`src/logic/intprio_pkg.sv`:
```
package intprio_pkg;

	// ------------------------------------------------------------
	// Sources and priority codes
	// ------------------------------------------------------------
	localparam int         NUM_SOURCES   = 6;
	localparam int         PRIO_W        = 3;
	localparam logic [2:0] PRIO_DISABLED = 3'h0;
	localparam logic [2:0] PRIO_LOWEST   = 3'h1;
	localparam logic [2:0] PRIO_HIGHEST  = 3'h7;
	localparam logic [2:0] PRIO_RESET    = 3'h4;

	// Source index order used by the request and arbitration outputs
	localparam logic [2:0] SRC_FAULT_A = 3'h0;
	localparam logic [2:0] SRC_DMA5    = 3'h1;
	localparam logic [2:0] SRC_AUDIO   = 3'h2;
	localparam logic [2:0] SRC_UART2   = 3'h3;
	localparam logic [2:0] SRC_UART1   = 3'h4;
	localparam logic [2:0] SRC_FAULT_B = 3'h5;

	// ------------------------------------------------------------
	// Register map
	// ------------------------------------------------------------
	localparam logic [15:0] OFFS_PRIO_A = 16'h0000;
	localparam logic [15:0] OFFS_PRIO_B = 16'h0004;

	localparam int FAULT_A_LSB = 12;
	localparam int DMA5_LSB    = 4;
	localparam int AUDIO_LSB   = 0;
	localparam int UART2_LSB   = 8;
	localparam int UART1_LSB   = 4;
	localparam int FAULT_B_LSB = 0;

	localparam logic [15:0] MASK_PRIO_A  = 16'h7077;
	localparam logic [15:0] MASK_PRIO_B  = 16'h0777;
	localparam logic [15:0] RESET_PRIO_A = 16'h4044;
	localparam logic [15:0] RESET_PRIO_B = 16'h0444;

	localparam logic [1:0] RESP_OKAY   = 2'h0;
	localparam logic [1:0] RESP_SLVERR = 2'h2;

	// ------------------------------------------------------------
	// Carriers
	// ------------------------------------------------------------
	typedef struct packed {
		logic [2:0] pwm_fault_a_priority;
		logic [2:0] dma_ch5_done_priority;
		logic [2:0] audio_serial_event_priority;
		logic [2:0] uart2_error_priority;
		logic [2:0] uart1_error_priority;
		logic [2:0] pwm_fault_b_priority;
	} prio_fields_t;

	localparam prio_fields_t PRIO_FIELDS_RESET = '{default: PRIO_RESET};

	typedef struct packed {
		logic       valid;
		logic [2:0] level;
		logic [2:0] source;
	} top_request_t;

endpackage

```
`src/logic/interrupt_priority_fields.sv`:
```
// The address map and the AXI4-Lite interface to the registers are this design's own decisions.
`timescale 1ns/1ps
// Functional notes
// - Field code 111 means level 7, the highest level a source can hold.
// - Field code 001 means level 1, lowest active; codes between map linearly to 2..6.
// - Field code 000 disables the source; it never raises a request.
// - DMA channel 5 done priority sits in bits 6..4 of the first register.
// - UART1 error priority sits in bits 6..4 of the second register.
module interrupt_priority_fields #(
	parameter int ADDR_W = 8
) (
	// Clock and reset
	input  wire logic                        aclk,
	input  wire logic                        aresetn,
	// AXI4-Lite write address and data
	input  wire logic [ADDR_W-1:0]           s_axi_awaddr,
	input  wire logic [2:0]                  s_axi_awprot,
	input  wire logic                        s_axi_awvalid,
	output logic                             s_axi_awready,
	input  wire logic [31:0]                 s_axi_wdata,
	input  wire logic [3:0]                  s_axi_wstrb,
	input  wire logic                        s_axi_wvalid,
	output logic                             s_axi_wready,
	// AXI4-Lite write response
	output logic [1:0]                       s_axi_bresp,
	output logic                             s_axi_bvalid,
	input  wire logic                        s_axi_bready,
	// AXI4-Lite read
	input  wire logic [ADDR_W-1:0]           s_axi_araddr,
	input  wire logic [2:0]                  s_axi_arprot,
	input  wire logic                        s_axi_arvalid,
	output logic                             s_axi_arready,
	output logic [31:0]                      s_axi_rdata,
	output logic [1:0]                       s_axi_rresp,
	output logic                             s_axi_rvalid,
	input  wire logic                        s_axi_rready,
	// Interrupt sources and arbitration side
	input  wire logic [5:0]                  src_flag,
	output intprio_pkg::prio_fields_t        prio,
	output logic [5:0]                       src_req,
	output intprio_pkg::top_request_t        top
);

	if (ADDR_W < 3 || ADDR_W > 16) begin
		$error("ADDR_W must lie between 3 and 16");
	end

	// ------------------------------------------------------------
	// Helpers
	// ------------------------------------------------------------
	function automatic logic addr_hit(input logic [ADDR_W-1:0] addr, input logic [15:0] offs);
		addr_hit = ({addr[ADDR_W-1:2], 2'b00} == offs[ADDR_W-1:0]);
	endfunction

	function automatic logic [15:0] pack_a(input intprio_pkg::prio_fields_t f);
		logic [15:0] r;
		r = 16'h0000;
		r[intprio_pkg::FAULT_A_LSB +: 3] = f.pwm_fault_a_priority;
		r[intprio_pkg::DMA5_LSB +: 3]    = f.dma_ch5_done_priority;
		r[intprio_pkg::AUDIO_LSB +: 3]   = f.audio_serial_event_priority;
		pack_a = r;
	endfunction

	function automatic logic [15:0] pack_b(input intprio_pkg::prio_fields_t f);
		logic [15:0] r;
		r = 16'h0000;
		r[intprio_pkg::UART2_LSB +: 3]   = f.uart2_error_priority;
		r[intprio_pkg::UART1_LSB +: 3]   = f.uart1_error_priority;
		r[intprio_pkg::FAULT_B_LSB +: 3] = f.pwm_fault_b_priority;
		pack_b = r;
	endfunction

	// Byte-lane merge; bits outside the mask always come out zero
	function automatic logic [15:0] merge(input logic [15:0] old, input logic [31:0] data,
			input logic [3:0] strb, input logic [15:0] mask);
		logic [15:0] r;
		r = old;
		if (strb[0]) begin
			r[7:0] = data[7:0];
		end
		if (strb[1]) begin
			r[15:8] = data[15:8];
		end
		merge = r & mask;
	endfunction

	function automatic logic [2:0] prio_of(input intprio_pkg::prio_fields_t f, input logic [2:0] idx);
		case (idx)
			intprio_pkg::SRC_FAULT_A: prio_of = f.pwm_fault_a_priority;
			intprio_pkg::SRC_DMA5:    prio_of = f.dma_ch5_done_priority;
			intprio_pkg::SRC_AUDIO:   prio_of = f.audio_serial_event_priority;
			intprio_pkg::SRC_UART2:   prio_of = f.uart2_error_priority;
			intprio_pkg::SRC_UART1:   prio_of = f.uart1_error_priority;
			intprio_pkg::SRC_FAULT_B: prio_of = f.pwm_fault_b_priority;
			default:                  prio_of = intprio_pkg::PRIO_DISABLED;
		endcase
	endfunction

	// ------------------------------------------------------------
	// Write channel and priority fields
	// ------------------------------------------------------------
	logic                       aw_got;
	logic                       w_got;
	logic [ADDR_W-1:0]          aw_addr;
	logic [31:0]                w_data;
	logic [3:0]                 w_strb;
	logic                       next_aw_got;
	logic                       next_w_got;
	logic [ADDR_W-1:0]          next_aw_addr;
	logic [31:0]                next_w_data;
	logic [3:0]                 next_w_strb;
	logic                       next_awready;
	logic                       next_wready;
	logic                       next_bvalid;
	logic [1:0]                 next_bresp;
	intprio_pkg::prio_fields_t  next_prio;

	always_comb begin
		logic [15:0] reg_val;
		reg_val      = 16'h0000;
		next_aw_got  = aw_got;
		next_w_got   = w_got;
		next_aw_addr = aw_addr;
		next_w_data  = w_data;
		next_w_strb  = w_strb;
		next_awready = s_axi_awready;
		next_wready  = s_axi_wready;
		next_bvalid  = s_axi_bvalid;
		next_bresp   = s_axi_bresp;
		next_prio    = prio;
		if (s_axi_awvalid && s_axi_awready) begin
			next_aw_got  = 1'b1;
			next_aw_addr = s_axi_awaddr;
			next_awready = 1'b0;
		end
		if (s_axi_wvalid && s_axi_wready) begin
			next_w_got  = 1'b1;
			next_w_data = s_axi_wdata;
			next_w_strb = s_axi_wstrb;
			next_wready = 1'b0;
		end
		if (aw_got && w_got && !s_axi_bvalid) begin
			next_aw_got = 1'b0;
			next_w_got  = 1'b0;
			next_bvalid = 1'b1;
			next_bresp  = intprio_pkg::RESP_OKAY;
			if (addr_hit(aw_addr, intprio_pkg::OFFS_PRIO_A)) begin
				reg_val = merge(pack_a(prio), w_data, w_strb, intprio_pkg::MASK_PRIO_A);
				next_prio.pwm_fault_a_priority        = reg_val[intprio_pkg::FAULT_A_LSB +: 3];
				next_prio.dma_ch5_done_priority       = reg_val[intprio_pkg::DMA5_LSB +: 3];
				next_prio.audio_serial_event_priority = reg_val[intprio_pkg::AUDIO_LSB +: 3];
			end else if (addr_hit(aw_addr, intprio_pkg::OFFS_PRIO_B)) begin
				reg_val = merge(pack_b(prio), w_data, w_strb, intprio_pkg::MASK_PRIO_B);
				next_prio.uart2_error_priority = reg_val[intprio_pkg::UART2_LSB +: 3];
				next_prio.uart1_error_priority = reg_val[intprio_pkg::UART1_LSB +: 3];
				next_prio.pwm_fault_b_priority = reg_val[intprio_pkg::FAULT_B_LSB +: 3];
			end else begin
				next_bresp = intprio_pkg::RESP_SLVERR;
			end
		end
		if (s_axi_bvalid && s_axi_bready) begin
			next_bvalid  = 1'b0;
			next_awready = 1'b1;
			next_wready  = 1'b1;
		end
	end

	always_ff @(posedge aclk) begin
		if (!aresetn) begin
			aw_got        <= 1'b0;
			w_got         <= 1'b0;
			aw_addr       <= '0;
			w_data        <= 32'h0000_0000;
			w_strb        <= 4'h0;
			s_axi_awready <= 1'b1;
			s_axi_wready  <= 1'b1;
			s_axi_bvalid  <= 1'b0;
			s_axi_bresp   <= intprio_pkg::RESP_OKAY;
			prio          <= intprio_pkg::PRIO_FIELDS_RESET;
		end else begin
			aw_got        <= next_aw_got;
			w_got         <= next_w_got;
			aw_addr       <= next_aw_addr;
			w_data        <= next_w_data;
			w_strb        <= next_w_strb;
			s_axi_awready <= next_awready;
			s_axi_wready  <= next_wready;
			s_axi_bvalid  <= next_bvalid;
			s_axi_bresp   <= next_bresp;
			prio          <= next_prio;
		end
	end

	// ------------------------------------------------------------
	// Read channel
	// ------------------------------------------------------------
	logic        next_arready;
	logic        next_rvalid;
	logic [31:0] next_rdata;
	logic [1:0]  next_rresp;

	always_comb begin
		next_arready = s_axi_arready;
		next_rvalid  = s_axi_rvalid;
		next_rdata   = s_axi_rdata;
		next_rresp   = s_axi_rresp;
		if (s_axi_arvalid && s_axi_arready) begin
			next_arready = 1'b0;
			next_rvalid  = 1'b1;
			next_rresp   = intprio_pkg::RESP_OKAY;
			if (addr_hit(s_axi_araddr, intprio_pkg::OFFS_PRIO_A)) begin
				next_rdata = {16'h0000, pack_a(prio)};
			end else if (addr_hit(s_axi_araddr, intprio_pkg::OFFS_PRIO_B)) begin
				next_rdata = {16'h0000, pack_b(prio)};
			end else begin
				next_rdata = 32'h0000_0000;
				next_rresp = intprio_pkg::RESP_SLVERR;
			end
		end
		if (s_axi_rvalid && s_axi_rready) begin
			next_rvalid  = 1'b0;
			next_arready = 1'b1;
		end
	end

	always_ff @(posedge aclk) begin
		if (!aresetn) begin
			s_axi_arready <= 1'b1;
			s_axi_rvalid  <= 1'b0;
			s_axi_rdata   <= 32'h0000_0000;
			s_axi_rresp   <= intprio_pkg::RESP_OKAY;
		end else begin
			s_axi_arready <= next_arready;
			s_axi_rvalid  <= next_rvalid;
			s_axi_rdata   <= next_rdata;
			s_axi_rresp   <= next_rresp;
		end
	end

	// ------------------------------------------------------------
	// Request gating and highest-level pick
	// ------------------------------------------------------------
	logic [5:0]                 enabled;
	logic [5:0]                 at_top;
	logic [5:0]                 at_lowest;
	logic [5:0]                 next_src_req;
	intprio_pkg::top_request_t  next_top;

	// Ties go to the lower source index
	always_comb begin
		logic [2:0] lvl;
		lvl          = intprio_pkg::PRIO_DISABLED;
		enabled      = 6'h00;
		at_top       = 6'h00;
		at_lowest    = 6'h00;
		next_src_req = 6'h00;
		next_top     = '0;
		for (int i = 0; i < intprio_pkg::NUM_SOURCES; i++) begin
			lvl          = prio_of(prio, 3'(i));
			enabled[i]   = (lvl != intprio_pkg::PRIO_DISABLED);
			at_top[i]    = (lvl == intprio_pkg::PRIO_HIGHEST);
			at_lowest[i] = (lvl == intprio_pkg::PRIO_LOWEST);
			next_src_req[i] = src_flag[i] && enabled[i];
			if (next_src_req[i] && (lvl > next_top.level)) begin
				next_top.valid  = 1'b1;
				next_top.level  = lvl;
				next_top.source = 3'(i);
			end
		end
	end

	always_ff @(posedge aclk) begin
		if (!aresetn) begin
			src_req <= 6'h00;
			top     <= '0;
		end else begin
			src_req <= next_src_req;
			top     <= next_top;
		end
	end
endmodule

```
`config.mk`:
```
export PLATFORM = sky130hd
export DESIGN_NAME = interrupt_priority_fields
export DESIGN_NICKNAME = d
export VERILOG_FILES = /design/src/logic/intprio_pkg.sv /design/src/logic/interrupt_priority_fields.sv
export SDC_FILE = /design/constraint.sdc
export NUM_CORES = 1
export LEC_CHECK = 0
export BUFFER_PORTS_ARGS = -buffer_cell sky130_fd_sc_hd__buf_2
export CAP_MARGIN = 30
export CORE_UTILIZATION = 42
export CTS_CLUSTER_DIAMETER = 30
export CTS_CLUSTER_SIZE = 8
export DETAILED_ROUTE_END_ITERATION = 10
export GPL_TIMING_DRIVEN = 0
export PLACE_DENSITY = 0.77
export SLEW_MARGIN = 20
export SYNTH_ARGS = -nofsm -noshare
export SYNTH_HDL_FRONTEND = slang
export SYNTH_SLANG_ARGS = --single-unit
export TNS_END_PERCENT = 5
```
`constraint.sdc`:
```
create_clock -name aclk -period 7.7 [get_ports aclk]
set_input_delay 0.77 -clock aclk [delete_from_list [all_inputs] [get_ports aclk]]
set_output_delay 0.77 -clock aclk [all_outputs]
set_load 0.02 [all_outputs]
```
* After elaboration in Yosys (flattened, before gate mapping) *
Index checks and enable logic that the tools add are counted.

cells by class
  eq/ne operators = 2
  reduce and logical (&&, ||, !) cells = 36
  bitwise logic cells = 2
  mux-type cells = 12
  magnitude comparators = 6

operator list
  operator                                                                         count
  7-bit 2-to-1 mux                                                                 6
  1-bit logical AND                                                                19
  3-bit nonzero test                                                               6
  3-bit greater-than comparator                                                    5
  15-bit 2-to-1 mux                                                                1
  6-bit by 1-bit equality test with 1-bit output, second input constant            2
  6-bit zero test                                                                  2
  11-bit 2-to-1 mux                                                                1
  2-bit 2-to-1 mux                                                                 4
  4-bit AND reduction                                                              2
  3-bit AND reduction                                                              2
  2-bit OR reduction                                                               3
  3-bit by 1-bit greater-than comparator with 1-bit output, second input constant  1
  3-bit OR reduction                                                               1
  1-bit NOT                                                                        2
  1-bit zero test                                                                  1

storage, ports and cells
  logic and storage cells = 82
  bits in registers = 99

* Logic depth before layout (Yosys ltp) *
  depth in word-level cells = 19
  depth in mapped cells = 34
  depth with buffers taken out = 33

* Worst setup path after synthesis *
Ideal clock, no wire load.

  kind = in2reg
  start = in src_flag[0]
  end = reg top[6] (netlist bit)
  library setup time = 0.074 ns
  stages on the path = 33
  required time = 7.626 ns
  data arrival time = 6.564 ns
  slack = 1.061 ns
  path through = and2_1 -> ha_1 -> and3_1 -> a211o_1 -> buf_6 -> nand2_1 -> o21ai_0 -> ha_1 -> nor3b_1 -> o221a_2 -> o21bai_1 -> mux2i_1 -> mux2i_1 -> inv_1 -> ha_1 -> nor2_1 -> maj3_2 -> nor2_1 -> o32a_1 -> inv_1 -> ha_1 -> inv_1 -> a21o_1 -> a21oi_1 -> a311oi_2 -> a21oi_1 -> ha_1 -> a21o_1 -> a21oi_1 -> a311oi_1 -> nor2_1 -> and3_1 -> a31oi_1

between the ends
  longest elaborated chain between the ends = 18

RTL lines
  element                        RTL line                          source
  start, declared                interrupt_priority_fields.sv:38   input wire logic [5:0] src_flag,
  1-bit logical AND (*)          interrupt_priority_fields.sv:263  next_src_req[i] = src_flag[i] && enabled[i];
  1-bit logical AND (*)          interrupt_priority_fields.sv:264  if (next_src_req[i] && (lvl > next_top.level)) begin
  7-bit 2-to-1 mux (*)           interrupt_priority_fields.sv:264
  3-bit greater-than comparator  interrupt_priority_fields.sv:264
  1-bit logical AND              interrupt_priority_fields.sv:264
  7-bit 2-to-1 mux (*)           interrupt_priority_fields.sv:264
  3-bit greater-than comparator  interrupt_priority_fields.sv:264
  1-bit logical AND              interrupt_priority_fields.sv:264
  (+2 left out)                  n/a
  1-bit logical AND              interrupt_priority_fields.sv:264
  7-bit 2-to-1 mux (*)           interrupt_priority_fields.sv:264
  3-bit greater-than comparator  interrupt_priority_fields.sv:264
  1-bit logical AND              interrupt_priority_fields.sv:264
  7-bit 2-to-1 mux (*)           interrupt_priority_fields.sv:264
  3-bit greater-than comparator  interrupt_priority_fields.sv:264
  1-bit logical AND              interrupt_priority_fields.sv:264
  7-bit 2-to-1 mux (*)           interrupt_priority_fields.sv:264
  end signal, assigned           interrupt_priority_fields.sv:278  top <= next_top;
  end, declared                  interrupt_priority_fields.sv:41   output intprio_pkg::top_request_t top

Every way passes the cells marked *; elsewhere a longest branch is shown, timed or not.
A chain may end at the register's enable or synchronous reset.

* Worst setup path in the final report *
Ends and elaborated chain as after synthesis.

==> reports/results.ini <==
[run_status]
outcome=finished clean

[worst_setup_path]
cp.required_ns=7.97
crit_fanout=9
critPathArrivalTime_ns=7.41
critical_path.max_stage_delay_ns=0.59
r2r_cells=33
critPathBufInv=6
worstReg2RegEnd=top[6]
r2r_start=prio[17]
cp-end-kind=flop
start_kind=primary input
crit_path_frequent_cell=ha_1
crit_path_top_delay_cell=a311oi_2
critPathKind=in2reg
worst-r2r-setup-slack_ns=0.60
crit_family=compound AO/OA/AOI/OAI gates

[global_routing]
track_usage=0.217
grt_overflow=0
grt_max_degree=13
grt_pass1_wl_um=14000
antenna_found_initial=0
first_global_vias=2938

[timing]
setup_viol=0
finalCritPeriodShare=0.927
fmax_ghz=0.140
fin_worst_skew_ns=0.00555
setup_tns_ns=0
rsz0062_at_grt=no
relSlewSlack=0.534
slew_viol_final=0
period_needed_ns=7.14
holdWs_ns=0.451
finalHoldViolCount=0
worst_pin_slew_ns=0.699

[placement]
dp.cells=611
dp_hpwl_um=6480
gp_congestion=0.863
portBuffers=87

[floorplan]
start_util=0.435
io_pins=143
die-area_um2=8370
dieHeight_um=91.5
die_w_um=91.5
rows=32
core_area_um2=7730

[synthesis]
ys_seq_elements=72
synth-edff-count=0
async_reset_ff_frac=0
yosysSeqAreaShare=0.429
syn-cell-area_um2=3360
synthCells=401
ys.flop_type=dfxtp_1
syn_avg_cell_area_um2=8.39
ys_types=49
ys_warn_count=0

[flow_run]
maxCapViolCount=0

[power]
p_comb_frac=0.118
switching_share=0.267
seqPwrFrac=0.497
power.internal_mw=0.580
p_per_area_nw_per_um2=188
ir_worst_vdd_v=0.0000972
switchingPower_mw=0.211
power.leakage_nw=1.99
power_frac_clock=0.385

[clock_network]
ctsResizeCount=0
ctsHoldBuffers=0
clk_path_buf_depth=2
worstSkewPairLatency_ns=0.35
numCtsBuffers=9
root_buffer=clkbuf_8
clock_sinks=72
cts_tree=done
clk_pin_slew_ns=0.07
htree_num_levels=3
postCtsSetupRepairBufs=0

[finish]
layout_common_cells=88 x buf_2, 72 x dfxtp_1, 66 x nand2_1
layout_commonest_cell=buf_2
insertedDiodeCount=0
area_growth_pct=25.1
drive_above_1_share=0.264
fin_cells=628
final_util=0.545
finalNetCount=603

[worst_hold_path]
worstHoldPathCells=2
hp-start=s_axi_rdata[4]
hold_path_end=s_axi_rdata[4]
hold_path_class=reg2reg

[route]
wire_per_inst_um=13.8
viasPerCell=4.99
drtIter0Drc=132
drc=0
first_pass_iters=4
routed_wl_um=8650
vias=3132
ant_nets=0

## through the flow
step	worst slack [ns]	cell area (µm²)	total power, mW
after floorplan	1.06	3440	0.465
after global placement	0.252	4010	0.492
after detailed placement	0.0415	4010	0.494
after CTS	0.322	4200	0.794
after global routing	0.0441	4210	0.821
final	0.560	4210	0.790
## area by class of cell
| class | instances | area [µm²] |
|---|---|---|
| Buffer | 41 | 245 |
| Tap cell | 102 | 128 |
| Fill cell | 754 | 3520 |
| Sequential cell | 72 | 1440 |
| Multi-Input combinational cell | 292 | 1690 |
| Clock buffer | 11 | 141 |
| Timing Repair Buffer | 88 | 440 |
| Clock inverter | 5 | 56.3 |
| Inverter | 17 | 63.8 |
## sequential cells by signal, summed over array words and instances, names as in the netlist, 2 cells and up
name         flops
w_data          12
s_axi_rdata     12
prio            18
top              7
src_req          6
aw_addr          6
w_strb           2
## worst reg2reg max path, delay by kind of cell, from the launching register on
family                     cells  cell delay [ns]
adders and majority gates      6             1.73
and+or+nand+nor                7             1.07
buffers and inverters          5             0.58
AOI/OAI and AO/OA             13             2.71
muxes                          2             0.41
DFF                            1             0.50
## per-layer routing
layer  vias to the layer above  wire length (µm)  global-route usage
met1                      1455              3870               0.265
met5                         -                 0                   0
li1                       1566                 -                   -
met3                        18               382              0.0352
met2                        93              4170               0.364
met4                         0               229               0.115
## how the worst max path moves through the flow
stage	start	endpoint	slack (ns)	cells after the start
3_5_place_dp	src_flag[0]	top[6]	0.04	33
6_report	src_flag[0]	top[6]	0.56	34
4_1_cts	src_flag[0]	top[6]	0.32	33
2_1_floorplan	src_flag[0]	top[6]	1.06	33
3_3_place_gp	src_flag[0]	top[6]	0.25	33
5_1_grt	src_flag[0]	top[6]	0.04	34
## power by group through the flow
| stage | Combinational (mW) | Clock, mW | Sequential [mW] |
|---|---|---|---|
| finish | 0.0932 | 0.304 | 0.393 |
| floorplan | 0.0570 | 0 | 0.408 |
| global route | 0.103 | 0.324 | 0.394 |
| CTS | 0.0930 | 0.308 | 0.393 |
| global placement | 0.0910 | 0 | 0.401 |
| detailed placement | 0.0926 | 0 | 0.401 |
## synth_stat cells (2+ instances only)
library cell / number / area, µm²
dfxtp_1: 72 / 1440
nand2_1: 66 / 248
a21oi_1: 46 / 230
nor2_1: 28 / 105
mux2i_1: 23 / 230
buf_4: 22 / 165
nand3_1: 20 / 100
clkbuf_1: 17 / 63.8
inv_1: 16 / 60.1
ha_1: 11 / 138
o21ai_0: 11 / 55.1
and2_1: 5 / 31.3
mux2_2: 5 / 56.3
o21ai_1: 5 / 25.0
and3_1: 4 / 25.0
nor3_1: 4 / 20.0
a31oi_1: 3 / 18.8
nand2b_1: 3 / 18.8
nand3b_1: 3 / 22.5
o31ai_1: 3 / 22.5
a211oi_1: 2 / 15.0
a21o_1: 2 / 15.0
nor2b_1: 2 / 12.5
o21a_1: 2 / 15.0
or4_1: 2 / 15.0
## logic make-up (layout without fill, tap and decap cells)
family                   Yosys count  after routing  synth area share
AND/OR/NAND/NOR                  142            142             0.188
AO/OA/AOI/OAI                     88             88             0.161
flip-flops                        72             72             0.429
buffers and inverters             58            162            0.0919
multiplexers                      28             28            0.0852
adder cells (fa/ha/maj)           12             12            0.0443
other                              1             22           0.00112
No activity file was read; power rests on OpenSTA's default activity.
